File: src/ihcp_pkg.sv
// Behaviour
// - Drive three-bit register address to drive
// - Low command-block select for command registers
// - Low control-block select for control registers
// - Address by select plus address, or acknowledge
// - Low acknowledge marks strobe as DMA data
// - DMA pair serves only bus-master function
// - Read strobe lets drive talk; capture on release
// - Write data held under strobe; drive latches release
// - Channel-ready low stretches PIO strobe
// - Burst write data on both strobe edges
// - Burst read paused by deasserting host ready
// - Stop on write-strobe pin ends burst
// - Burst read captures both channel-ready edges
// - Burst write pauses while channel-ready low
package ihcp_pkg;
    localparam int CLK_MHZ = 250;
    localparam int T_SETUP_NS = 70;
    localparam int T_STROBE_NS = 165;
    localparam int T_RECOVER_NS = 30;
    localparam int T_BURST_SETUP_NS = 20;
    localparam int TMR_W = 8;
    // Least times, so rounded up to whole cycles
    localparam int SETUP_CYC = (T_SETUP_NS * CLK_MHZ + 999) / 1000;
    localparam int STROBE_CYC = (T_STROBE_NS * CLK_MHZ + 999) / 1000;
    localparam int RECOVER_CYC = (T_RECOVER_NS * CLK_MHZ + 999) / 1000;
    localparam int BURST_CYC = (T_BURST_SETUP_NS * CLK_MHZ + 999) / 1000;
    localparam logic [TMR_W-1:0] SETUP_CNT = TMR_W'(SETUP_CYC);
    localparam logic [TMR_W-1:0] STROBE_CNT = TMR_W'(STROBE_CYC);
    localparam logic [TMR_W-1:0] RECOVER_CNT = TMR_W'(RECOVER_CYC);
    localparam logic [TMR_W-1:0] BURST_CNT = TMR_W'(BURST_CYC);
    localparam logic [1:0] MODE_PIO = 2'h0;
    localparam logic [1:0] MODE_MWDMA = 2'h1;
    localparam logic [1:0] MODE_BURST = 2'h2;
    localparam logic [2:0] ADDR_RST = 3'h0;
    localparam logic [15:0] DATA_RST = 16'h0000;
    typedef enum logic [6:0] {
        ST_IDLE = 7'h01,
        ST_SETUP = 7'h02,
        ST_STROBE = 7'h04,
        ST_RECOVER = 7'h08,
        ST_BURST_RD = 7'h10,
        ST_BURST_WR = 7'h20,
        ST_BURST_STOP = 7'h40
    } ihcp_state_type;
endpackage

File: src/ihcp_timer.sv
`timescale 1ns/1ns
module ihcp_timer #(
    parameter int WIDTH = 8
) (
    input wire logic clock_i,
    input wire logic rst_n_i,
    input wire logic load_i,
    input wire logic [WIDTH-1:0] cycles_i,
    output logic done_o
);
    logic [WIDTH-1:0] count_reg;
    logic [WIDTH-1:0] count_next;

    // Loading N holds done low for the next N-1 cycles
    assign count_next = load_i ? cycles_i - WIDTH'(1) :
                        (count_reg != '0) ? count_reg - WIDTH'(1) : count_reg;
    assign done_o = (count_reg == '0);

    always_ff @(posedge clock_i or negedge rst_n_i) begin
        if (!rst_n_i) begin
            count_reg <= '0;
        end else begin
            count_reg <= count_next;
        end
    end
endmodule // ihcp_timer

File: src/ihcp_port.sv
`timescale 1ns/1ns
module ihcp_port (
    input wire logic clock_i,
    input wire logic rst_n_i,
    input wire logic [1:0] mode_i,
    input wire logic req_valid_i,
    output logic req_ready_o,
    input wire logic req_write_i,
    input wire logic req_dma_i,
    input wire logic req_ctrl_blk_i,
    input wire logic [2:0] req_addr_i,
    input wire logic [15:0] req_wdata_i,
    input wire logic burst_start_i,
    input wire logic burst_write_i,
    input wire logic burst_pause_i,
    input wire logic burst_stop_i,
    output logic rsp_valid_o,
    output logic [15:0] rsp_rdata_o,
    output logic busy_o,
    output logic [2:0] dev_addr_o,
    output logic cmd_block_cs_n_o,
    output logic ctrl_block_cs_n_o,
    output logic dma_ack_n_o,
    input wire logic dma_req_i,
    output logic read_strobe_n_o,
    output logic write_strobe_n_o,
    input wire logic chan_ready_i,
    input wire logic [15:0] disk_data_i,
    output logic [15:0] disk_data_o,
    output logic disk_data_oe_n_o
);
    ////////////////////////////////////////////////////////////////////////
    ihcp_pkg::ihcp_state_type state_reg, state_next;
    logic [2:0] addr_reg, addr_next;
    logic cs1_n_reg, cs1_n_next;
    logic cs3_n_reg, cs3_n_next;
    logic ack_n_reg, ack_n_next;
    logic rd_pin_reg, rd_pin_next;
    logic wr_pin_reg, wr_pin_next;
    logic [15:0] dout_reg, dout_next;
    logic oe_n_reg, oe_n_next;
    logic [15:0] rdata_reg, rdata_next;
    logic rsp_reg, rsp_next;
    logic write_reg, write_next;
    logic pend_reg, pend_next;
    logic rdy_prev_reg;
    logic tmr_load;
    logic [ihcp_pkg::TMR_W-1:0] tmr_val;
    logic tmr_done;

    ////////////////////////////////////////////////////////////////////////
    wire is_idle = (state_reg == ihcp_pkg::ST_IDLE);
    wire is_burst = (mode_i == ihcp_pkg::MODE_BURST);
    wire is_pio = (mode_i == ihcp_pkg::MODE_PIO);
    // DMA words wait for the drive's request; register access does not
    wire cycle_ok = !req_dma_i || dma_req_i;
    wire cycle_take = is_idle && !is_burst && req_valid_i && cycle_ok;
    wire burst_take = is_idle && is_burst && burst_start_i && dma_req_i;
    // Burst word accepted only with the drive ready and no word in flight
    wire bwr_ready = (state_reg == ihcp_pkg::ST_BURST_WR) && !pend_reg &&
                     tmr_done && chan_ready_i && dma_req_i &&
                     !burst_stop_i;
    wire bwr_take = bwr_ready && req_valid_i;
    // Strobe may end once minimum width met and, in PIO, ready is back
    wire strobe_end = tmr_done && (chan_ready_i || !is_pio);
    // Each level change of channel-ready is a data strobe
    wire rdy_edge = (chan_ready_i != rdy_prev_reg);
    wire burst_end = burst_stop_i || !dma_req_i;

    assign req_ready_o = (is_idle && !is_burst && cycle_ok) || bwr_ready;
    assign busy_o = !is_idle;
    assign rsp_valid_o = rsp_reg;
    assign rsp_rdata_o = rdata_reg;
    assign dev_addr_o = addr_reg;
    assign cmd_block_cs_n_o = cs1_n_reg;
    assign ctrl_block_cs_n_o = cs3_n_reg;
    assign dma_ack_n_o = ack_n_reg;
    assign read_strobe_n_o = rd_pin_reg;
    assign write_strobe_n_o = wr_pin_reg;
    assign disk_data_o = dout_reg;
    assign disk_data_oe_n_o = oe_n_reg;

    ihcp_timer #(
        .WIDTH(ihcp_pkg::TMR_W)
    ) u_timer (
        .clock_i(clock_i),
        .rst_n_i(rst_n_i),
        .load_i(tmr_load),
        .cycles_i(tmr_val),
        .done_o(tmr_done)
    );

    ////////////////////////////////////////////////////////////////////////
    always_comb begin
        state_next = state_reg;
        addr_next = addr_reg;
        cs1_n_next = cs1_n_reg;
        cs3_n_next = cs3_n_reg;
        ack_n_next = ack_n_reg;
        rd_pin_next = rd_pin_reg;
        wr_pin_next = wr_pin_reg;
        dout_next = dout_reg;
        oe_n_next = oe_n_reg;
        rdata_next = rdata_reg;
        rsp_next = 1'b0;
        write_next = write_reg;
        pend_next = pend_reg;
        tmr_load = 1'b0;
        tmr_val = ihcp_pkg::SETUP_CNT;
        unique case (state_reg)
            ihcp_pkg::ST_IDLE: begin
                if (cycle_take) begin
                    write_next = req_write_i;
                    tmr_load = 1'b1;
                    state_next = ihcp_pkg::ST_SETUP;
                    if (req_dma_i) begin
                        ack_n_next = 1'b0;
                    end else begin
                        addr_next = req_addr_i;
                        cs1_n_next = req_ctrl_blk_i;
                        cs3_n_next = !req_ctrl_blk_i;
                    end
                    if (req_write_i) begin
                        dout_next = req_wdata_i;
                        oe_n_next = 1'b0;
                    end
                end else if (burst_take) begin
                    ack_n_next = 1'b0;
                    wr_pin_next = 1'b0;
                    write_next = burst_write_i;
                    pend_next = 1'b0;
                    tmr_load = 1'b1;
                    tmr_val = ihcp_pkg::BURST_CNT;
                    if (burst_write_i) begin
                        rd_pin_next = 1'b1;
                        oe_n_next = 1'b0;
                        state_next = ihcp_pkg::ST_BURST_WR;
                    end else begin
                        rd_pin_next = burst_pause_i;
                        state_next = ihcp_pkg::ST_BURST_RD;
                    end
                end
            end
            ihcp_pkg::ST_SETUP: begin
                if (tmr_done) begin
                    rd_pin_next = write_reg;
                    wr_pin_next = !write_reg;
                    tmr_load = 1'b1;
                    tmr_val = ihcp_pkg::STROBE_CNT;
                    state_next = ihcp_pkg::ST_STROBE;
                end
            end
            ihcp_pkg::ST_STROBE: begin
                if (strobe_end) begin
                    rd_pin_next = 1'b1;
                    wr_pin_next = 1'b1;
                    // Taken as the strobe rises; the drive still holds data
                    if (!write_reg) begin
                        rdata_next = disk_data_i;
                        rsp_next = 1'b1;
                    end
                    tmr_load = 1'b1;
                    tmr_val = ihcp_pkg::RECOVER_CNT;
                    state_next = ihcp_pkg::ST_RECOVER;
                end
            end
            ihcp_pkg::ST_RECOVER: begin
                if (tmr_done) begin
                    cs1_n_next = 1'b1;
                    cs3_n_next = 1'b1;
                    ack_n_next = 1'b1;
                    oe_n_next = 1'b1;
                    state_next = ihcp_pkg::ST_IDLE;
                end
            end
            ihcp_pkg::ST_BURST_RD: begin
                rd_pin_next = burst_pause_i;
                if (rdy_edge) begin
                    rdata_next = disk_data_i;
                    rsp_next = 1'b1;
                end
                if (burst_end) begin
                    wr_pin_next = 1'b1;
                    state_next = ihcp_pkg::ST_BURST_STOP;
                end
            end
            ihcp_pkg::ST_BURST_WR: begin
                if (bwr_take) begin
                    dout_next = req_wdata_i;
                    pend_next = 1'b1;
                    tmr_load = 1'b1;
                    tmr_val = ihcp_pkg::BURST_CNT;
                end else if (pend_reg && tmr_done && chan_ready_i) begin
                    // Each strobe edge, either direction, carries one word
                    rd_pin_next = !rd_pin_reg;
                    pend_next = 1'b0;
                    tmr_load = 1'b1;
                    tmr_val = ihcp_pkg::BURST_CNT;
                end else if (!pend_reg && burst_end) begin
                    wr_pin_next = 1'b1;
                    state_next = ihcp_pkg::ST_BURST_STOP;
                end
            end
            ihcp_pkg::ST_BURST_STOP: begin
                // Acknowledge held until the drive drops its request
                if (!dma_req_i) begin
                    ack_n_next = 1'b1;
                    wr_pin_next = 1'b1;
                    rd_pin_next = 1'b1;
                    oe_n_next = 1'b1;
                    state_next = ihcp_pkg::ST_IDLE;
                end
            end
            default: begin
                state_next = ihcp_pkg::ST_IDLE;
            end
        endcase
    end

    ////////////////////////////////////////////////////////////////////////
    always_ff @(posedge clock_i or negedge rst_n_i) begin
        if (!rst_n_i) begin
            state_reg <= ihcp_pkg::ST_IDLE;
            addr_reg <= ihcp_pkg::ADDR_RST;
            cs1_n_reg <= 1'b1;
            cs3_n_reg <= 1'b1;
            ack_n_reg <= 1'b1;
            rd_pin_reg <= 1'b1;
            wr_pin_reg <= 1'b1;
        end else begin
            state_reg <= state_next;
            addr_reg <= addr_next;
            cs1_n_reg <= cs1_n_next;
            cs3_n_reg <= cs3_n_next;
            ack_n_reg <= ack_n_next;
            rd_pin_reg <= rd_pin_next;
            wr_pin_reg <= wr_pin_next;
        end
    end

    always_ff @(posedge clock_i or negedge rst_n_i) begin
        if (!rst_n_i) begin
            dout_reg <= ihcp_pkg::DATA_RST;
            oe_n_reg <= 1'b1;
            rdata_reg <= ihcp_pkg::DATA_RST;
            rsp_reg <= 1'b0;
            write_reg <= 1'b0;
            pend_reg <= 1'b0;
            rdy_prev_reg <= 1'b1;
        end else begin
            dout_reg <= dout_next;
            oe_n_reg <= oe_n_next;
            rdata_reg <= rdata_next;
            rsp_reg <= rsp_next;
            write_reg <= write_next;
            pend_reg <= pend_next;
            rdy_prev_reg <= chan_ready_i;
        end
    end
endmodule // ihcp_port

File: config.mk
export PLATFORM = sky130hd
export DESIGN_NAME = ihcp_port
export DESIGN_NICKNAME = d
export VERILOG_FILES = /design/src/ihcp_pkg.sv /design/src/ihcp_timer.sv /design/src/ihcp_port.sv
export SDC_FILE = /design/constraint.sdc
export NUM_CORES = 1
export LEC_CHECK = 0
export BUFFER_PORTS_ARGS = -buffer_cell sky130_fd_sc_hd__buf_2
export CAP_MARGIN = 40
export CORE_MARGIN = 2
export CORE_UTILIZATION = 56
export CTS_CLUSTER_SIZE = 20
export DETAILED_ROUTE_END_ITERATION = 10
export PLACE_DENSITY = 0.85
export SLEW_MARGIN = 20
export SYNTH_ARGS = -nofsm -noshare
export SYNTH_HDL_FRONTEND = slang
export SYNTH_SLANG_ARGS = --single-unit
File: constraint.sdc
create_clock -name clock_i -period 4.4 [get_ports clock_i]
set_input_delay 0.44 -clock clock_i [delete_from_list [all_inputs] [get_ports clock_i]]
set_output_delay 0.44 -clock clock_i [all_outputs]
set_load 0.005 [all_outputs]
* After elaboration in Yosys (flattened, before gate mapping)
Index checks and enable logic that the tools add are counted.
** Storage, ports and cells
- ROM bits :: 0
- RAM bits :: 0
- Bits in latches :: 0
- Logic and storage cells :: 178
- Input port bits :: 49
- Register bits :: 60
- Output and inout bits :: 44
- Memories kept :: 0
** Cells by class
- Shifts and indexed selects :: 0
- Mux-type cells :: 77
- Add/sub/neg operators :: 2
- Reductions and logical operators :: 52
- Div/mod/pow operators :: 0
- Order comparisons :: 0
- Equal/unequal tests :: 31
- Bitwise gates (word level) :: 1
- Multipliers :: 0
** Operators with widths (number)
- 16-bit two-way mux :: 6
- 7-bit two-way mux :: 10
- 16-bit case mux with 2 select lines :: 2
- 7-bit case mux with 7 select lines :: 1
- 1-bit two-way mux :: 39
- 2-bit != test, second input constant :: 13
- 5-bit two-way mux :: 5
- 6-bit case mux with 4 select lines :: 1
- 1-bit logical AND :: 17
- 8-bit two-way mux :: 2
- 4-bit AND reduction :: 4
- 6-bit two-way mux :: 2
- 1-bit case mux with 6 select lines :: 2
- 1-bit logical NOT :: 10
- 10-bit AND reduction :: 1
- 2-bit nonzero test :: 5
- 9-bit AND reduction :: 1
- 8-bit logical NOT :: 1
- 2-bit by 1-bit != test with 1-bit output, second input constant :: 4
- 1-bit case mux with 2 select lines :: 4
- 8-bit AND reduction :: 1
- 8-bit nonzero test :: 1
- 8-bit by 1-bit subtractor with 8-bit output, second input constant :: 1
- 7-bit by 1-bit == test with 1-bit output, second input constant :: 1
- other kinds (23) :: 29

* Depth between registers and ports, before layout
Gate-level depths: netlist of the first run.
- Depth after elaboration :: 11
- Depth in mapped cells :: 10
- Depth with buffers taken out :: 9

* Hierarchy
From an unflattened synthesis of the first run, not the netlist that was laid out.
** Unflattened totals
- Cell total of the unflattened synthesis :: 286
- Area total of the unflattened synthesis :: 3166.8 µm²
** By module, submodules not included
- ihcp_port :: times used 1, area an instance 2568.7 µm², cells each 223, sequential area each 1311.3 µm²
- ihcp_timer :: times used 1, area an instance 598.1 µm², cells each 63, sequential area each 200.2 µm²

* Worst setup path after synthesis of the first run
OpenSTA, ideal clock, no wires.
- Kind :: register to register
- From :: reg u_timer.count_reg[0]
- To :: reg rdata_reg[10] (netlist: rsp_rdata_o[10])
- Stages on the path, launching flop included :: 10
- Period minus slack after synthesis :: 2.298 ns
- Library setup time :: 0.125 ns
- Arrival time :: 2.173 ns
- Path slack :: 2.102 ns
- Buffers on the path :: 2
- Data required time :: 4.275 ns
- Cell sequence :: dfrtp_1 > inv_1 > ha_1 > nor3b_1 > and2_1 > buf_6 > nand3b_4 > o22ai_4 > buf_8 > mux2_2
** Between the ends
- Cells in the longest elaborated chain, start to end :: 4
** RTL lines
- from (decl) :: RTL line ihcp_timer.sv:11 : logic [WIDTH-1:0] count_reg;
- from (signal assigned) :: RTL line ihcp_timer.sv:23 : count_reg <= count_next;
- 8-bit logical NOT :: RTL line ihcp_timer.sv:17 : assign done_o = (count_reg == '0);
- 1-bit logical AND :: RTL line ihcp_port.sv:65 : wire strobe_end = tmr_done && (chan_ready_i || !is_pio);
- 2-bit != test (no line)
- 4-bit AND reduction (no line)
- to (signal assigned) :: RTL line ihcp_port.sv:245 : rdata_reg <= ihcp_pkg::DATA_RST;
- to (signal assigned) :: RTL line ihcp_port.sv:253 : rdata_reg <= rdata_next;
- to (decl) :: RTL line ihcp_port.sv:42 : logic [15:0] rdata_reg, rdata_next;
No other way between the ends.
A chain may end at the register's enable or synchronous reset.

* Worst setup path in the final report of the first run
- From :: reg u_timer.count_reg[0]
- To :: reg rdata_reg[8] (netlist: rsp_rdata_o[8])
Same word-level chain as after synthesis.

==> results.txt, run 1 <==
share of synthesized flip-flops with an asynchronous set or reset - 100.0%
total congestion overflow after global routing - 0
area of the core - 5439 um2
initial core utilization - 57.19%
relative slew slack - 38.94%
number of hold buffers added after CTS - 0
final-layout setup total negative slack - 0 ns
H-Tree Depth - 3
clock root buffer master - clkbuf_8
Post-Synth Adder-Cell Area - 2.011%
routed wire length per instance - 17.25 um
number of DRC markers after the initial detailed-route iteration - 234
First-pass DRT Iterations - 5
detailed-route vias per instance - 5.788
post-detail-place hpwl - 5670 um
via count - 2541
critical path's slowest cell - nor3b_1
post-cts gate resize count - 0
number of filler cells placed in the layout - 387
die footprint - 6167 um2
category of the worst setup path launch point - register
classification of the worst-slack hold path - in -> async
YS warnings - 0
setup repair after global routing missed its margin - false
critical path data arrival time - 2.99 ns
post-synthesis cell type count - 64
post-route ant nets - 0
XOR/XNOR Fraction of Synth Area - 2.534%
Synth Area in Compound Gates - 10.26%
overall power - 0.002707 W
biggest fanout along the worst timing path - 16
top cells by area, synth - dfrtp_1 (42%), mux2_2 (9.1%), dfstp_2 (6.8%)
sum of routed wire length over all layers - 7571 um
total standard cell area after synthesis - 3110 um2
final number of max-transition violations - 0
critical-path cell list - inv_1 -> ha_1 -> nor3b_1 -> and2_1 -> nand3b_4 -> o22ai_4 -> mux2_2
shortest clock period the worst path allows after layout - 2.765 ns
count of clock tree sinks - 60
mux cell area share after synthesis - 15.53%
period utilisation layout - 62.83%
aggregate global-route resource usage - 26.14%
proportion of synthesized chip area in sequential cells - 48.59%
Crit Path Class - reg -> reg
CTS tree - done
number of core rows - 27
Longest Clk Path Bufs - 2
number of failing hold endpoints at the final stage - 0
number of CTS-inserted buffers - 9
RD Place Congestion - 0.9309
pwr dens - 710.3 nW/um2
max cap viols - 0
multi-input logic area - 1506 um2
via count of the first global-routing pass - 2552
highest cell delay on the worst timing path - 0.51 ns
standby leakage power - 1.855 nW
antenna diode count - 0
largest net degree at the start of global routing - 61
library cell occupying the most area in the post-synthesis netlist - dfrtp_1
Crit path required time - 4.62 ns
global-route wire length before repair - 12190 um
Avg Synthesized Cell Area - 11.78 um2
run status - complete, no violations
Clock Latency Late Sink - 0.34 ns
Total Nets Final - 416
combinational family with the most area after synthesis - simple AND/OR/NAND/NOR gates
maximum clock frequency - 361.7 MHz
DRC - 0
register clock-pin slew on the reported worst setup and hold paths - 0.06 ns
peak supply drop - 0.0004067 V
post-synth net total - 318
Fin Clk Skew - 0.006868 ns
antenna violations before repair - 0
most numerous cell types in the synthesized netlist - dfrtp_1 (52), mux2_2 (25), nand2_1 (19), o21ai_0 (11)
flip-flop cell with the highest count after synthesis - dfrtp_1
type of destination of the critical path - register
most frequent cell after synthesis - dfrtp_1
area share of the largest cell type after synthesis - 41.83%
Cells after Synth - 264
Post-synth EDFFs - 0
overall die height - 78.53 um
port bufs - 92
Die Span X - 78.53 um
basic-gate share of the synthesized area counting and, or, nand and nor cells - 18.10%
Ports - 93
Final Hold Slack - 0.2372 ns
Area Growth Syn to Fin - 22.53%
fraction of final layout cells sized beyond drive strength 1 - 46.32%
number of synthesized register bits - 60
number of setup buffers added after CTS - 0
footprint of the flip-flops and latches - 1511 um2
transition at the pin with the smallest max-transition slack - 0.9136 ns
number of failing setup endpoints in the final timing report - 0
[logic make-up after synthesis]
| kind of cell | after synthesis |
|---|---|
| muxes | 40 |
| adders and majority gates | 5 |
| buffers and inverters | 15 |
| and+or+nand+nor | 90 |
| xor gates and xnor gates | 9 |
| AOI/OAI and AO/OA | 45 |
| DFF | 60 |
[area by class of cell]
class                           count  share of cell area (%)
Sequential cell                    60                   39.66
Clock inverter                      4                   1.280
Multi-Input combinational cell    189                   39.53
Clock buffer                       12                   3.808
Timing Repair Buffer               94                   12.57
Inverter                            8                  0.7879
Tap cell                           72                   2.364
[where the power goes]
part	total [W]	internal (W)	switching [W]
Sequential	0.00100	0.000820	0.000183
Clock	0.000489	0.000276	0.000213
Combinational	0.00121	0.000592	0.000622
Total	0.00271	0.00169	0.00102
[final timing paths]
check,endpoint,start,cells past startpoint,slack (ns)
max,rsp_rdata_o[8],u_timer.count_reg[0],7,1.64
min in group clock_i,rdy_prev_reg,chan_ready_i,1,0.26
max in group asynchronous,disk_data_o[8],rst_n_i,2,3.67
min reg2reg,disk_data_oe_n_o,disk_data_oe_n_o,2,0.48
max reg2reg,rsp_rdata_o[8],u_timer.count_reg[0],7,1.64
min,disk_data_o[1],rst_n_i,2,0.24
[per-layer routing]
metal | GRT usage [%] | wire [um] | vias up
li1 | - | - | 1167
met1 | 31.57 | 2896 | 1209
met2 | 42.99 | 3761 | 144
met3 | 10.00 | 786 | 21
met4 | 8.772 | 126 | 0
met5 | 0 | 0 | -
[critical path, delay by kind of cell (launching register included)]
kind	cells	cell delay (ns)
and+or+nand+nor	3	1.11
adders and majority gates	1	0.18
muxes	1	0.41
DFF	1	0.40
AOI/OAI and AO/OA	1	0.46
buffers and inverters	1	0.09
[cell usage in the layout (no fill, tap or decap), types with 3 or more instances in the layout]
| cell | netlist | routed |
|---|---|---|
| clkbuf_8 | 0 | 10 |
| dfrtp_1 | 52 | 52 |
| mux2i_1 | 4 | 4 |
| a21oi_1 | 5 | 5 |
| nand3_1 | 8 | 8 |
| nor3_1 | 7 | 7 |
| nor3b_1 | 4 | 4 |
| nor2_1 | 10 | 10 |
| ha_1 | 5 | 5 |
| inv_1 | 8 | 8 |
| a211oi_1 | 4 | 4 |
| nand3b_1 | 3 | 3 |
| buf_2 | 1 | 92 |
| o21ai_0 | 11 | 11 |
| nand2b_1 | 7 | 7 |
| mux2_4 | 10 | 10 |
| mux2_2 | 25 | 25 |
| nand4_1 | 6 | 6 |
| xnor2_1 | 6 | 6 |
| xor2_1 | 3 | 3 |
| nand2_1 | 19 | 19 |
| o22ai_1 | 3 | 3 |
| nor4_2 | 3 | 3 |
| dfstp_2 | 8 | 8 |
[metrics by stage]
| stage | util, % | std cells | cell area (um2) | setup WS (ns) |
|---|---|---|---|---|
| 4_1_cts | 70.07 | 439 | 3811 | 1.674 |
| 3_3_place_gp | 66.30 | 422 | 3606 | 1.805 |
| 6_report | 70.07 | 439 | 3811 | 1.635 |
| 5_1_grt | 70.07 | 439 | 3811 | 1.441 |
| 2_1_floorplan | - | 264 | 3110 | 2.102 |
| 3_5_place_dp | 66.51 | 423 | 3617 | 1.688 |
Note: power is estimated with default switching activity, not from simulation.
==> run 2, diff against run 1 <==
CORE_UTILIZATION = 47   (was 56)
PLACE_DENSITY = 0.76   (was 0.85)
clock period = 2.3 ns   (was 4.4 ns; I/O delays follow)
==> results.txt, run 2 (synthesis results as in run 1) <==
run status - complete, no violations
fraction of final layout cells sized beyond drive strength 1 - 53.85%
internal power - 0.003506 W
Die Span X - 85.35 um
First-pass DRT Iterations - 4
via count - 2585
relative slew slack - 61.33%
routed wire length per instance - 17.14 um
Crit Path Class - reg -> reg
Final Hold Slack - 0.03252 ns
via count of the first global-routing pass - 2643
pwr dens - 1335 nW/um2
classification of the worst-slack hold path - in -> reg
post-detail-place hpwl - 6388 um
met3 capacity usage during global routing - 5.350%
biggest fanout along the worst timing path - 6
Switching Fraction - 37.12%
number of failing hold endpoints at the final stage - 0
highest cell delay on the worst timing path - 0.66 ns
standby leakage power - 2.032 nW
total congestion overflow after global routing - 0
Clock Latency Late Sink - 0.35 ns
area of the core - 6386 um2
antenna diode count - 0
number of core rows - 29
Crit path required time - 2.53 ns
count of clock tree sinks - 60
leading cell types in the layout, fill and taps excluded - buf_2 (92), dfrtp_1 (50), buf_4 (35)
port bufs - 92
clock network power share - 17.2%
sum of routed wire length over all layers - 8226 um
Total Nets Final - 452
footprint of the flip-flops and latches - 1514 um2
type of destination of the critical path - register
die footprint - 7285 um2
Fin Clk Skew - 0.01115 ns
critical path data arrival time - 2.49 ns
overall die height - 85.35 um
max cap viols - 0
initial core utilization - 48.71%
switching component of the power - 0.002070 W
Flop pwr share - 34.6%
commonest non-fill, non-tap cell in the layout - buf_2
shortest clock period the worst path allows after layout - 2.263 ns
Area Growth Syn to Fin - 34.27%
global-route wire length before repair - 13140 um
GRT met2 Usage - 39.49%
period utilisation layout - 98.39%
post-route ant nets - 0
number of filler cells placed in the layout - 500
number of CTS-inserted buffers - 9
Ports - 93
category of the worst setup path launch point - register
multi-input logic area - 1569 um2
fraction of power consumed by combinational cells - 48.1%
final number of max-transition violations - 0
largest net degree at the start of global routing - 27
worst setup slack before clock tree synthesis - -0.01550 ns
detailed-route vias per instance - 5.385
RD Place Congestion - 0.9769
antenna violations before repair - 0
critical-path cell list - or4_1 -> nor3b_2 -> nor2_1 -> o2111a_1 -> ha_1 -> xnor2_1 -> mux2i_1
critical path's top delay family - simple AND/OR/NAND/NOR gates
final-layout setup total negative slack - 0 ns
peak supply drop - 0.0008731 V
DRC - 0
clock root buffer master - clkbuf_8
H-Tree Depth - 3
met1 demand-to-capacity share in global routing - 29.05%
Longest Clk Path Bufs - 2
number of setup buffers added after CTS - 0
CP bufs+invs - 0
number of DRC markers after the initial detailed-route iteration - 189
register clock-pin slew on the reported worst setup and hold paths - 0.07 ns
transition at the pin with the smallest max-transition slack - 0.5800 ns
worst path setup slack after routing - 0.03713 ns
maximum clock frequency - 441.9 MHz
CTS tree - done
number of failing setup endpoints in the final timing report - 0
critical path's slowest cell - or4_1
aggregate global-route resource usage - 23.52%
busiest layer in global routing - met2
run 2: changes by cell type in the layout (fill, tap and decap cells not counted), sizes merged:
| cell | previous run | this run |
|---|---|---|
| inv | 8 | 9 |
| clkinv | 3 | 2 |
| clkbuf | 12 | 9 |
| buf | 94 | 129 |
| clkinvlp | 0 | 3 |
| dlygate4sd3 | 0 | 1 |
run 2: path summary, 6_finish.rpt:
| path | end | start | slack, ns | cells past startpoint |
|---|---|---|---|---|
| setup / recovery | u_timer.count_reg[3] | state_reg[1] | 0.04 | 7 |
| hold / removal | ctrl_block_cs_n_o | req_ctrl_blk_i | 0.03 | 2 |
| setup reg to reg | u_timer.count_reg[3] | state_reg[1] | 0.04 | 7 |
| hold reg to reg | disk_data_oe_n_o | disk_data_oe_n_o | 0.47 | 2 |
| max in group asynchronous | rdy_prev_reg | rst_n_i | 1.18 | 3 |
| min in group asynchronous | u_timer.count_reg[4] | rst_n_i | 0.41 | 2 |
run 2: worst reg2reg max path, stage by stage, from the launching register on:
cell and delay, ns:
dfrtp_1 0.48, or4_1 0.66, nor3b_2 0.25, nor2_1 0.07, o2111a_1 0.18, ha_1 0.23
xnor2_1 0.19, mux2i_1 0.10
run 2: power groups by stage:
stage               Combinational (W)  Clock (W)  Sequential [W]
global route                  0.00295    0.00103         0.00198
floorplan                     0.00149          0         0.00191
finish                        0.00268   0.000961         0.00193
CTS                           0.00265   0.000985         0.00191
detailed placement            0.00261          0         0.00190
global placement              0.00256          0         0.00188
run 2: timing repair:
item | in CTS | in global routing
setup endpoints to repair | 2 | 30
hold endpoints to repair | 20 | 0
pin swaps | 1 | 3
hold buffers | 1 | 0
resized for setup | 4 | 10
run 2: final cells by class:
type | count | share of cell area (%)
clock buffers | 9 | 2.966
clock inverters | 7 | 1.797
inverters | 8 | 0.7190
multi-input cells | 189 | 37.57
flip-flops and latches | 60 | 36.25
well taps | 77 | 2.307
repair buffers | 130 | 18.39
run 2: metrics by stage:
| stage | cell area (um2) | utilization [%] | power [W] | instances |
|---|---|---|---|---|
| 2_1_floorplan | 3110 | - | 0.003402 | 264 |
| 3_3_place_gp | 3887 | 60.87 | 0.004438 | 462 |
| 3_5_place_dp | 3902 | 61.11 | 0.004514 | 463 |
| 4_1_cts | 4134 | 64.73 | 0.005539 | 480 |
| 5_1_grt | 4177 | 65.40 | 0.005965 | 480 |
| 6_report | 4177 | 65.40 | 0.005576 | 480 |
run 2: routing by layer:
metal	vias to the layer above	wire length, um
met1	1254	3436
met4	0	145
li1	1237	-
met5	-	0
met3	10	401
met2	84	4243
==> run 3, diff against run 2 <==
CORE_ASPECT_RATIO = 2   (was unset)
==> results.txt, run 3 (synthesis results as in run 1) <==
via count of the first global-routing pass - 2699
overall die height - 119.1 um
multi-input logic area - 1589 um2
worst setup slack before clock tree synthesis - -0.07436 ns
setup slack of the worst register-to-register path - 0.11 ns
DRC - 0
aggregate global-route resource usage - 23.88%
number of CTS-inserted buffers - 9
post-route ant nets - 0
number of DRC markers after the initial detailed-route iteration - 128
register clock-pin slew on the reported worst setup and hold paths - 0.05 ns
commonest non-fill, non-tap cell in the layout - buf_2
RD Place Congestion - 0.9613
critical path data arrival time - 1.98 ns
number of filler cells placed in the layout - 527
die footprint - 7325 um2
biggest fanout along the worst timing path - 6
max cap viols - 0
Crit Path Class - reg -> out
end of the worst hold path - ctrl_block_cs_n_o
pwr dens - 1425 nW/um2
antenna diode count - 0
period utilisation layout - 96.15%
leading cell types in the layout, fill and taps excluded - buf_2 (92), dfrtp_1 (48), buf_4 (31)
Ports - 93
Reg2Reg Depth - 8
Fin Clk Skew - 0.003936 ns
Die Span X - 61.53 um
sum of routed wire length over all layers - 8298 um
post-detail-place hpwl - 6170 um
type of destination of the critical path - primary output
CTS tree - done
Total Nets Final - 449
hold path cells - 2
via count - 2654
Area Growth Syn to Fin - 39.02%
category of the worst setup path launch point - register
number of failing setup endpoints in the final timing report - 0
number of core rows - 42
footprint of the flip-flops and latches - 1516 um2
total congestion overflow after global routing - 0
detailed-route vias per instance - 5.439
Crit Reg-Reg Startpoint - state_reg[4]
maximum clock frequency - 452.2 MHz
initial core utilization - 47.73%
clock root buffer master - clkbuf_16
shortest clock period the worst path allows after layout - 2.212 ns
Longest Clk Path Bufs - 2
transition at the pin with the smallest max-transition slack - 0.5423 ns
peak supply drop - 0.0007597 V
number of failing hold endpoints at the final stage - 0
Clock Latency Late Sink - 0.33 ns
final core area utilization - 66.36%
count of clock tree sinks - 60
classification of the worst-slack hold path - in -> reg
final number of max-transition violations - 0
Crit path required time - 2.07 ns
worst path setup slack after routing - 0.08848 ns
First-pass DRT Iterations - 4
global-route wire length before repair - 13010 um
worst min-delay path startpoint - req_ctrl_blk_i
routed wire length per instance - 17.00 um
standby leakage power - 2.085 nW
H-Tree Depth - 3
capture instance of the worst register-to-register path - u_timer.count_reg[3]
run status - complete, no violations
antenna violations before repair - 0
largest net degree at the start of global routing - 61
fraction of final layout cells sized beyond drive strength 1 - 54.50%
area of the core - 6516 um2
port bufs - 92
relative slew slack - 63.57%
[run 3: cell types whose count changed in the layout (fill, tap and decap cells not counted), sizes merged]
| cell | delta |
|---|---|
| bufinv | +1 |
| clkinvlp | -2 |
| buf | -3 |
| clkinv | +1 |
[run 3: worst max-delay path by stage]
stage	slack (ns)	to	start
CTS	-0.01	u_timer.count_reg[0]	u_timer.count_reg[0]
floorplan	0.002	rsp_rdata_o[10]	u_timer.count_reg[0]
global route	-0.004	state_reg[4]	u_timer.count_reg[1]
detailed placement	-0.07	u_timer.count_reg[3]	u_timer.count_reg[1]
finish	0.09	req_ready_o	state_reg[2]
global placement	-0.002	u_timer.count_reg[3]	u_timer.count_reg[0]
[run 3: report_power, final]
part | switching, W | internal, W | total (W)
Clock | 0.000491 | 0.000952 | 0.00144
Sequential | 0.000386 | 0.00158 | 0.00196
Combinational | 0.00127 | 0.00149 | 0.00276
[run 3: what timing repair did]
action                                  CTS  global route
setup buffers                             0             2
hold buffers                              1             0
endpoints found under the setup margin   30            28
pin swaps                                 0             6
hold endpoints to repair                 52             0
gates resized for setup                   4            16
[run 3: per-stage QoR]
step | cells | TNS (ns) | power, W | hold WS (ns) | area [um2]
6_report | 488 | 0 | 0.006163 | 0.05675 | 4324
5_1_grt | 488 | -0.004155 | 0.006549 | 0.05779 | 4324
4_1_cts | 486 | -0.01411 | 0.006029 | 0.04538 | 4247
3_5_place_dp | 469 | -0.3906 | 0.004506 | 0.2582 | 3887
3_3_place_gp | 468 | -0.001668 | 0.004429 | 0.2557 | 3876
2_1_floorplan | 264 | 0 | 0.003402 | -0.06559 | 3110
[run 3: area by class of cell]
class / count / area share [%]
clock inverters: 7 / 2.286
clock buffers: 9 / 5.208
flip-flops and latches: 60 / 35.07
well taps: 88 / 2.546
repair buffers: 127 / 17.45
inverters: 8 / 0.6944
multi-input cells: 189 / 36.75
[run 3: layer usage]
metal | track usage [%] | vias to the layer above | routed length (um)
met5 | 0 | - | 0
met4 | 9.043 | 0 | 289
met3 | 5.863 | 25 | 590
met2 | 39.74 | 131 | 4367
met1 | 28.53 | 1266 | 3051
li1 | - | 1232 | -
[run 3: worst max-delay path: stages (launching register included)]
cell     delay (ns)
dfrtp_2        0.44
nor4_4         0.44
nand4_1        0.23
buf_4          0.20
o32ai_2        0.19
buf_2          0.15
